File: src/common/adc_seq_pkg.sv
/*
  Shared constants and types for the converter channel sequencer:
  register offsets, control field positions, reset values and the
  sequencing mode enumeration.
  Assumes a 32-bit APB register bus with byte addresses.
*/
package adc_seq_pkg;

  ////////////////////////////////////////////////////////////////////////
  // register map (byte addresses)
  localparam logic [7:0] OFS_CTRL = 8'h00;    // control word
  localparam logic [7:0] OFS_SHADOW = 8'h04;  // channel enable mask
  localparam logic [7:0] OFS_STATUS = 8'h08;  // sequencer state, read only

  ////////////////////////////////////////////////////////////////////////
  // control register field positions
  localparam int CTRL_ADDR_LSB = 0;    // channel_address, 3 bits
  localparam int CTRL_SEQ_BIT = 3;     // sequence_select
  localparam int CTRL_SHADOW_ENABLE_BIT = 4;    // shadow_enable
  localparam int CTRL_CFG_LSB = 5;     // input_config_lo, then _hi
  localparam int CTRL_REF_BIT = 7;     // reference source

  // status register field positions
  localparam int STAT_NEXT_LSB = 0;    // channel of next conversion
  localparam int STAT_CUR_LSB = 3;     // channel of last conversion
  localparam int STAT_MODE_LSB = 6;    // running mode
  localparam int STAT_COUNT_LSB = 16;  // conversions started

  ////////////////////////////////////////////////////////////////////////
  // reset values
  localparam logic [7:0] CTRL_RESET = 8'h00;
  localparam logic [7:0] SHADOW_RESET = 8'h00;

  // input configuration codes {input_config_hi, input_config_lo}
  localparam logic [1:0] CFG_SINGLE8 = 2'h0;
  localparam logic [1:0] CFG_PSEUDO4 = 2'h1;
  localparam logic [1:0] CFG_DIFF4 = 2'h2;
  localparam logic [1:0] CFG_PSEUDO7 = 2'h3;

  // channel used as common return in seven-input pseudo mode
  localparam logic [2:0] PSEUDO_COMMON_INPUT = 3'h7;

  ////////////////////////////////////////////////////////////////////////
  // sequencing behaviour
  typedef enum logic [1:0] {
    MODE_SINGLE,
    MODE_PROG,
    MODE_CONSEC
  } mode_t;

endpackage

File: src/pin_fall_detect.sv
/*
  Three-flop synchroniser with agreement filter and falling edge pulse
  for an asynchronous pin.
  Assumes one system clock and a synchronous active-high reset.
*/
`timescale 1ns/1ps

module pin_fall_detect (
  input wire logic clk,
  input wire logic rst,
  input wire logic pin_in,
  output logic fall
);

  ////////////////////////////////////////////////////////////////////////
  // all state in one struct
  typedef struct packed {
    logic s1;     // first flop, read only by s2
    logic s2;     // second flop
    logic s3;     // third flop
    logic level;  // accepted pin level
    logic fall;   // one-cycle falling pulse
  } sync_t;

  sync_t st_q;
  sync_t st_d;

  // next state: level changes only when s2 and s3 agree
  always_comb begin
    st_d = st_q;
    st_d.s1 = pin_in;
    st_d.s2 = st_q.s1;
    st_d.s3 = st_q.s2;
    st_d.fall = 1'b0;
    if (st_q.s2 == st_q.s3) begin
      st_d.level = st_q.s3;
      st_d.fall = st_q.level & ~st_q.s3;
    end
  end

  // register, idle pin level is high
  always_ff @(posedge clk) begin
    if (rst) begin
      st_q <= '{s1: 1'b1, s2: 1'b1, s3: 1'b1, level: 1'b1, fall: 1'b0};
    end else begin
      st_q <= st_d;
    end
  end

  assign fall = st_q.fall;

endmodule

File: src/adc_channel_sequencer.sv
/*
  Channel selection and sequencing control for an eight-input converter,
  with control and shadow registers on an APB slave.
  Assumes a 25 MHz system clock, synchronous active-high reset and a
  convert-start pin asynchronous to the clock.
*/
`timescale 1ns/1ps

module adc_channel_sequencer (
  input wire logic CLK_SYS,
  input wire logic RST,
  input wire logic PSEL,
  input wire logic PENABLE,
  input wire logic PWRITE,
  input wire logic [7:0] PADDR,
  input wire logic [31:0] PWDATA,
  output logic [31:0] PRDATA,
  output logic PREADY,
  output logic PSLVERR,
  input wire logic CONVERT_START_N,
  output logic CONV_START,
  output logic [2:0] POS_CHANNEL,
  output logic [2:0] NEG_CHANNEL,
  output logic NEG_IS_GROUND,
  output logic [1:0] INPUT_CONFIG,
  output logic REF_EXTERNAL
);

  ////////////////////////////////////////////////////////////////////////
  // state
  typedef struct packed {
    logic [2:0] addr;           // channel_address
    logic [1:0] cfg;            // input configuration
    logic ref_ext;              // reference source
    logic [7:0] shadow;         // channel enable mask
    adc_seq_pkg::mode_t mode;   // running behaviour
    logic [2:0] next;           // channel for next conversion
    logic [2:0] cur;            // channel of last conversion
    logic [2:0] pos;            // positive mux input
    logic [2:0] neg;            // negative mux input
    logic gnd;                  // negative side is ground
    logic conv;                 // conversion start pulse
    logic ack;                  // apb ready
    logic err;                  // apb error
    logic [31:0] rdata;         // apb read data
    logic [15:0] count;         // conversions started
  } state_t;

  state_t st_q;
  state_t st_d;
  logic fall;                   // synchronised convert-start fall
  logic access;                 // apb access phase
  logic wr_ctrl;                // control write takes effect
  logic wr_shadow;              // shadow write takes effect
  logic [1:0] wseq;             // written {sequence_select, shadow_enable}

  ////////////////////////////////////////////////////////////////////////
  // first enabled channel at or after a start, wrapping; 0 if none
  function automatic logic [2:0] first_enabled(input logic [7:0] mask,
                                               input logic [2:0] from);
    logic [2:0] idx;
    logic [2:0] res;
    logic found;
    res = 3'h0;
    found = 1'b0;
    for (int i = 0; i < 8; i++) begin
      idx = from + 3'(i);
      if (!found && mask[idx]) begin
        res = idx;
        found = 1'b1;
      end
    end
    return res;
  endfunction

  // mux inputs {pos, neg, gnd} for a channel under a configuration
  function automatic logic [6:0] mux_inputs(input logic [1:0] cfg,
                                            input logic [2:0] ch);
    logic [6:0] res;
    unique case (cfg)
      adc_seq_pkg::CFG_SINGLE8: begin
        res = {ch, 3'h0, 1'b1};
      end
      adc_seq_pkg::CFG_DIFF4, adc_seq_pkg::CFG_PSEUDO4: begin
        res = {ch[1:0], 1'b0, ch[1:0], 1'b1, 1'b0};
      end
      adc_seq_pkg::CFG_PSEUDO7: begin
        res = {ch, adc_seq_pkg::PSEUDO_COMMON_INPUT, 1'b0};
      end
    endcase
    return res;
  endfunction

  ////////////////////////////////////////////////////////////////////////
  // convert-start pin synchroniser
  pin_fall_detect u_fall (
    .clk(CLK_SYS),
    .rst(RST),
    .pin_in(CONVERT_START_N),
    .fall(fall)
  );

  // apb decode; a write lands on the edge where pready is seen high
  assign access = PSEL & PENABLE;
  assign wr_ctrl = access & st_q.ack & PWRITE
                   & (PADDR == adc_seq_pkg::OFS_CTRL);
  assign wr_shadow = access & st_q.ack & PWRITE
                     & (PADDR == adc_seq_pkg::OFS_SHADOW);
  assign wseq = {PWDATA[adc_seq_pkg::CTRL_SEQ_BIT],
                 PWDATA[adc_seq_pkg::CTRL_SHADOW_ENABLE_BIT]};

  ////////////////////////////////////////////////////////////////////////
  // next state
  always_comb begin
    st_d = st_q;
    st_d.conv = 1'b0;
    // apb: one wait state, then ready with data and error
    st_d.ack = access & ~st_q.ack;
    if (access && !st_q.ack) begin
      st_d.err = 1'b0;
      st_d.rdata = 32'h0000_0000;
      unique case (PADDR)
        adc_seq_pkg::OFS_CTRL: begin
          st_d.rdata[adc_seq_pkg::CTRL_ADDR_LSB +: 3] = st_q.addr;
          st_d.rdata[adc_seq_pkg::CTRL_SEQ_BIT] =
            (st_q.mode == adc_seq_pkg::MODE_CONSEC);
          st_d.rdata[adc_seq_pkg::CTRL_SHADOW_ENABLE_BIT] =
            (st_q.mode != adc_seq_pkg::MODE_SINGLE);
          st_d.rdata[adc_seq_pkg::CTRL_CFG_LSB +: 2] = st_q.cfg;
          st_d.rdata[adc_seq_pkg::CTRL_REF_BIT] = st_q.ref_ext;
        end
        adc_seq_pkg::OFS_SHADOW: begin
          st_d.rdata[7:0] = st_q.shadow;
        end
        adc_seq_pkg::OFS_STATUS: begin
          st_d.rdata[adc_seq_pkg::STAT_NEXT_LSB +: 3] = st_q.next;
          st_d.rdata[adc_seq_pkg::STAT_CUR_LSB +: 3] = st_q.cur;
          st_d.rdata[adc_seq_pkg::STAT_MODE_LSB +: 2] = st_q.mode;
          st_d.rdata[adc_seq_pkg::STAT_COUNT_LSB +: 16] = st_q.count;
        end
        default: begin
          // unmapped address: error, no effect
          st_d.err = 1'b1;
        end
      endcase
    end
    // conversion start: select channel; advance the pointer in programmable and consecutive modes
    if (fall) begin
      st_d.conv = 1'b1;
      st_d.count = st_q.count + 16'h0001;
      unique case (st_q.mode)
        adc_seq_pkg::MODE_SINGLE: begin
          st_d.cur = st_q.addr;
        end
        adc_seq_pkg::MODE_PROG: begin
          st_d.cur = st_q.next;
          st_d.next = first_enabled(st_q.shadow,
                                    st_q.next + 3'h1);
        end
        adc_seq_pkg::MODE_CONSEC: begin
          st_d.cur = st_q.next;
          st_d.next = (st_q.next >= st_q.addr) ? 3'h0
                      : st_q.next + 3'h1;
        end
        default: begin
          st_d.cur = st_q.addr;
        end
      endcase
      {st_d.pos, st_d.neg, st_d.gnd} = mux_inputs(st_q.cfg, st_d.cur);
    end
    // shadow write reloads the start of a programmable sequence
    if (wr_shadow) begin
      st_d.shadow = PWDATA[7:0];
      if (st_q.mode == adc_seq_pkg::MODE_PROG) begin
        st_d.next = first_enabled(PWDATA[7:0], 3'h0);
      end
    end
    // control write; a write with pattern 01 or 11 replaces a same-cycle advance of next
    if (wr_ctrl) begin
      st_d.cfg = PWDATA[adc_seq_pkg::CTRL_CFG_LSB +: 2];
      st_d.ref_ext = PWDATA[adc_seq_pkg::CTRL_REF_BIT];
      unique case (wseq)
        2'b10: begin
          // continue pattern: sequence left untouched
          st_d.mode = st_q.mode;
        end
        2'b00: begin
          st_d.mode = adc_seq_pkg::MODE_SINGLE;
          st_d.addr = PWDATA[adc_seq_pkg::CTRL_ADDR_LSB +: 3];
        end
        2'b01: begin
          st_d.mode = adc_seq_pkg::MODE_PROG;
          st_d.addr = PWDATA[adc_seq_pkg::CTRL_ADDR_LSB +: 3];
          st_d.next = first_enabled(st_d.shadow, 3'h0);
        end
        2'b11: begin
          st_d.mode = adc_seq_pkg::MODE_CONSEC;
          st_d.addr = PWDATA[adc_seq_pkg::CTRL_ADDR_LSB +: 3];
          st_d.next = 3'h0;
        end
      endcase
    end
  end

  // register with synchronous reset
  always_ff @(posedge CLK_SYS) begin
    if (RST) begin
      st_q <= '{addr: adc_seq_pkg::CTRL_RESET[2:0],
                cfg: adc_seq_pkg::CTRL_RESET[6:5],
                ref_ext: adc_seq_pkg::CTRL_RESET[7],
                shadow: adc_seq_pkg::SHADOW_RESET,
                mode: adc_seq_pkg::MODE_SINGLE,
                gnd: 1'b1,
                rdata: 32'h0000_0000,
                count: 16'h0000,
                default: '0};
    end else begin
      st_q <= st_d;
    end
  end

  ////////////////////////////////////////////////////////////////////////
  // outputs
  assign PRDATA = st_q.rdata;
  assign PREADY = st_q.ack;
  assign PSLVERR = st_q.ack & st_q.err;
  assign CONV_START = st_q.conv;
  assign POS_CHANNEL = st_q.pos;
  assign NEG_CHANNEL = st_q.neg;
  assign NEG_IS_GROUND = st_q.gnd;
  assign INPUT_CONFIG = st_q.cfg;
  assign REF_EXTERNAL = st_q.ref_ext;

  ////////////////////////////////////////////////////////////////////////
  // checks
  chk_single_channel: assert property (@(posedge CLK_SYS) disable iff (RST)
    fall && !wr_ctrl && st_q.mode == adc_seq_pkg::MODE_SINGLE
    |=> st_q.cur == $past(st_q.addr) && CONV_START)
    else $error("single mode converted wrong channel");

  chk_prog_enabled: assert property (@(posedge CLK_SYS) disable iff (RST)
    fall && st_q.mode == adc_seq_pkg::MODE_PROG && st_q.shadow != 8'h00
    |=> st_q.shadow[st_q.cur])
    else $error("programmable sequence used a disabled channel");

  chk_prog_lowest: assert property (@(posedge CLK_SYS) disable iff (RST)
    (wr_ctrl && wseq == 2'b01
     || wr_shadow && st_q.mode == adc_seq_pkg::MODE_PROG)
    ##1 st_q.shadow != 8'h00
    |-> st_q.shadow[st_q.next]
        && ((st_q.shadow & ((8'h01 << st_q.next) - 8'h01)) == 8'h00))
    else $error("sequence did not start at lowest enabled channel");

  chk_prog_step: assert property (@(posedge CLK_SYS) disable iff (RST)
    fall && !wr_ctrl && !wr_shadow
    && st_q.mode == adc_seq_pkg::MODE_PROG && st_q.shadow != 8'h00
    |=> st_q.shadow[st_q.next] && st_q.cur == $past(st_q.next))
    else $error("programmable sequence stepped wrongly");

  chk_continue_keeps: assert property (@(posedge CLK_SYS) disable iff (RST)
    wr_ctrl && wseq == 2'b10 && !fall
    |=> $stable(st_q.mode) && $stable(st_q.next) && $stable(st_q.addr))
    else $error("continue write disturbed the sequence");

  chk_consec_rise: assert property (@(posedge CLK_SYS) disable iff (RST)
    fall && !wr_ctrl && st_q.mode == adc_seq_pkg::MODE_CONSEC
    && st_q.next < st_q.addr
    |=> st_q.next == $past(st_q.next) + 3'h1)
    else $error("consecutive sequence did not rise by one");

  chk_consec_wrap: assert property (@(posedge CLK_SYS) disable iff (RST)
    fall && !wr_ctrl && st_q.mode == adc_seq_pkg::MODE_CONSEC
    && st_q.next == st_q.addr
    |=> st_q.next == 3'h0 ##1 st_q.next == 3'h0 || fall)
    else $error("consecutive sequence did not wrap to 0");

  chk_ref_select: assert property (@(posedge CLK_SYS) disable iff (RST)
    wr_ctrl |=> REF_EXTERNAL == $past(PWDATA[adc_seq_pkg::CTRL_REF_BIT]))
    else $error("reference select not taken from write");

  chk_pseudo_common: assert property (@(posedge CLK_SYS) disable iff (RST)
    fall && st_q.cfg == adc_seq_pkg::CFG_PSEUDO7
    |=> NEG_CHANNEL == adc_seq_pkg::PSEUDO_COMMON_INPUT && !NEG_IS_GROUND)
    else $error("seven-input pseudo mode not referred to channel 7");

  chk_single_ended: assert property (@(posedge CLK_SYS) disable iff (RST)
    fall && st_q.cfg == adc_seq_pkg::CFG_SINGLE8
    |=> NEG_IS_GROUND && POS_CHANNEL == st_q.cur)
    else $error("single-ended mux setting wrong");

  chk_pair_mux: assert property (@(posedge CLK_SYS) disable iff (RST)
    fall && (st_q.cfg == adc_seq_pkg::CFG_PSEUDO4
             || st_q.cfg == adc_seq_pkg::CFG_DIFF4)
    |=> !NEG_IS_GROUND && POS_CHANNEL == {st_q.cur[1:0], 1'b0}
        && NEG_CHANNEL == POS_CHANNEL + 3'h1)
    else $error("pseudo pair mux setting wrong");

  chk_start_cause: assert property (@(posedge CLK_SYS) disable iff (RST)
    CONV_START |-> $past(fall) ##1 !CONV_START)
    else $error("conversion started without falling edge");

  chk_enter_consec: assert property (@(posedge CLK_SYS) disable iff (RST)
    wr_ctrl && wseq == 2'b11 |=> st_q.next == 3'h0)
    else $error("consecutive entry did not reset pointer");

endmodule

File: config.mk
export PLATFORM = sky130hd
export DESIGN_NAME = adc_channel_sequencer
export DESIGN_NICKNAME = d
export VERILOG_FILES = /design/src/common/adc_seq_pkg.sv /design/src/pin_fall_detect.sv /design/src/adc_channel_sequencer.sv
export SDC_FILE = /design/constraint.sdc
export NUM_CORES = 1
export LEC_CHECK = 0
export ABC_CLOCK_PERIOD_IN_PS = 3800
export BUFFER_PORTS_ARGS = -buffer_cell sky130_fd_sc_hd__buf_2
export CAP_MARGIN = 20
export CORE_MARGIN = 5
export CORE_UTILIZATION = 37
export DETAILED_ROUTE_END_ITERATION = 10
export PLACE_DENSITY = 0.56
export SLEW_MARGIN = 20
export SYNTH_ARGS = -nofsm -noshare
export SYNTH_HDL_FRONTEND = slang
export SYNTH_HIERARCHICAL = 1
export SYNTH_SLANG_ARGS = --single-unit
File: constraint.sdc
create_clock -name CLK_SYS -period 3.8 [get_ports CLK_SYS]
set_clock_uncertainty 0.1 [all_clocks]
set_input_delay 0.95 -clock CLK_SYS [delete_from_list [all_inputs] [get_ports CLK_SYS]]
set_output_delay 0.95 -clock CLK_SYS [all_outputs]
set_load 0.02 [all_outputs]
==> flow_summary.yaml <==
clock_network:
  cts_tree: "yes"
  cts_resized: 0
  cts_hold_buf: 0
  cts_setup_buffers: 0
  htree_levels: 3
  clockBufferDepth: 2
  clock-sinks: 77
  clk_pin_slew_worst_paths_ns: 0.06
  cts_buffers: 9
  clkLatencyLatePin_ns: 0.34
  cts-root-buf: "clkbuf_16"
yosys:
  synth_adder_area_share_pct: 2.92
  yosysWarnings: 6
  synth-edff-count: 0
  synth.top_cell.area_share_pct: 32.7
  netlist_area_um2: 4720
  synth_most_common_cell: "nor2_1"
  synth_flop_cell: "dfxtp_1"
  synthSimpleGateAreaFrac_pct: 20.1
  synth.avg_cell_area_um2: 8.49
  ys_types: 63
  synthXorXnorAreaFrac_pct: 3.39
  synth_top_family_by_area: "simple AND/OR/NAND/NOR gates"
  synthCells: 556
  synth_compound_area_share_pct: 15.4
  netlist_top_cells_count: "95 x nor2_1, 77 x dfxtp_1, 41 x buf_4"
  ys_ff_latch: 77
  ys_async_sr_fraction_pct: 0
  synth_area_leader_cell: "dfxtp_1"
  synth.area.mux_share_pct: 14.9
  yosysSeqAreaShare_pct: 32.7
  synth_area_leaders: "dfxtp_1 33%, nor2_1 7.6%, mux2i_1 6.6%"
die:
  pin_count: 91
  dieArea_um2: 15100
  rows: 41
  core-area_um2: 12600
  die_h_um: 123
  die_w_um: 123
  start_util_pct: 37.5
pwr:
  power.total_w: 0.00189
  ir_worst_vdd_mv: 0.226
  p_leak_nw: 2.26
  power_density_nw_per_um2: 358
routing:
  wl_per_cell_um: 15.7
  wl_um: 11800
  route.detailed.drc: 0
  via_per_inst: 5.25
  postRouteAntennaNets: 0
  firstDrtPassIters: 5
  first_iter_violations: 241
  via_count: 3935
finish:
  diodes: 0
  area_growth_pct: 11.9
  multi_input_area_um2: 2710
  fin_nets: 630
  drive_gt1_share_pct: 19.2
  seqCellArea_um2: 1540
  nFillCells: 1299
setup_path:
  rr_worst_depth: 9
  end_kind: "flip-flop"
  path_depth: 9
  crit_type: "flip-flop to flip-flop"
  crit_family: "multiplexers"
  path_cells: "inv_1, ha_1, mux4_2, or2_1, mux4_2, o311a_1, a311oi_1, nor3b_1, a211o_1"
  start_kind: "flip-flop"
  crit_path_max_incr_delay_ns: 0.63
  cp.required_ns: 3.93
  crit_fanout: 10
  path_buf_inv: 1
  crit_top_cell: "mux4_2"
  cp_data_arrival_time_ns: 3.70
  slowest_stage: "mux4_2"
timing:
  rsz0062_at_grt: "false"
  fmax_mhz: 280
  final-setup-viol-count: 0
  hold_violations: 0
  max_slew.worst_pin.slew_ns: 0.700
  finalCritPeriodShare_pct: 94.0
  post-route-min-period_ns: 3.57
  slew_headroom_pct: 53.3
  tns_ns: 0
  drv_slew: 0
grt:
  grt_usage_pct: 16.1
  overflow: 0
  grt_pass1_vias: 3784
  grt_max_degree: 42
  antenna_found_initial: 0
  grt_pass1_wl_um: 19200
run:
  max-cap-violations: 0
status:
  outcome: "completed"
place:
  port_buffers: 58
  gp_congestion: 0.859
  dp_hpwl_um: 8680
min_path:
  hold_class: "flip-flop to flip-flop"
  hold-path-cell-count: 1
## metal layers
layer,global-route usage (%),wire length [µm]
met1,20.1,5330
met2,27.4,5790
met3,3.25,461
met4,5.88,205
met5,0,0
## layout by cell type (no fill, tap or decap), types with 8 or more instances in the layout
cell       instances
mux2i_1           31
inv_1             17
a22oi_1           25
nor2_1            95
buf_4             13
a21oi_1           22
buf_2             58
xor2_1            10
ha_1              11
dfxtp_1           77
nor3_1             9
mux4_2            12
clkbuf_16          9
o21ai_0           25
nand2_1           35
conb_1             8
## registers in the layout, summed over array words and instances (netlist names), 2 cells and up
signal and count:
INPUT_CONFIG 2, NEG_CHANNEL 3, POS_CHANNEL 3, st_q 36
u_fall/st_d 2, PRDATA 24, u_fall/st_q 2
## path summary, 6_finish.rpt
kind	from	endpoint	slack [ns]
min	u_fall/st_d[3]	u_fall/st_d[2]	0.31
min reg2reg	u_fall/st_d[3]	u_fall/st_d[2]	0.31
max	st_q[61]	st_q[61]	0.23
max reg2reg	st_q[61]	st_q[61]	0.23
## kinds of logic after synthesis
| family | count (synthesis) |
|---|---|
| AO/OA/AOI/OAI | 109 |
| XOR/XNOR | 15 |
| flip-flops | 77 |
| buffers and inverters | 89 |
| AND/OR/NAND/NOR | 200 |
| adder cells (fa/ha/maj) | 11 |
| other | 1 |
| multiplexers | 54 |
## where the power goes
part           internal (W)  switching [W]  leakage [nW]
Sequential         0.000810     0.00000170         0.621
Combinational     0.0000184      0.0000483          1.46
Clock              0.000666       0.000347         0.175
Total               0.00149       0.000397          2.26
## area by class of cell
class	instances	area share, %
tap	172	4.08
timing repair buffer	71	7.35
sequential	77	29.2
multi-input combinational	397	51.4
inverter	17	1.21
clock inverter	6	2.25
clock buffer	10	4.53
## per-stage QoR
| step | hold WS, ns | instance area, µm² | util, % | setup WS [ns] | cells |
|---|---|---|---|---|---|
| after CTS | 0.314 | 5280 | 42.0 | 0.264 | 750 |
| final | 0.312 | 5280 | 42.0 | 0.228 | 750 |
| after detailed placement | 0.300 | 4920 | 39.1 | 0.213 | 734 |
| after global routing | 0.328 | 5280 | 42.0 | 0.112 | 750 |
| after global placement | 0.288 | 4920 | 39.1 | 0.229 | 734 |
| after floorplan | 0.283 | 4740 | - | 0.0133 | 563 |
Note: power is estimated with default switching activity, not from simulation.
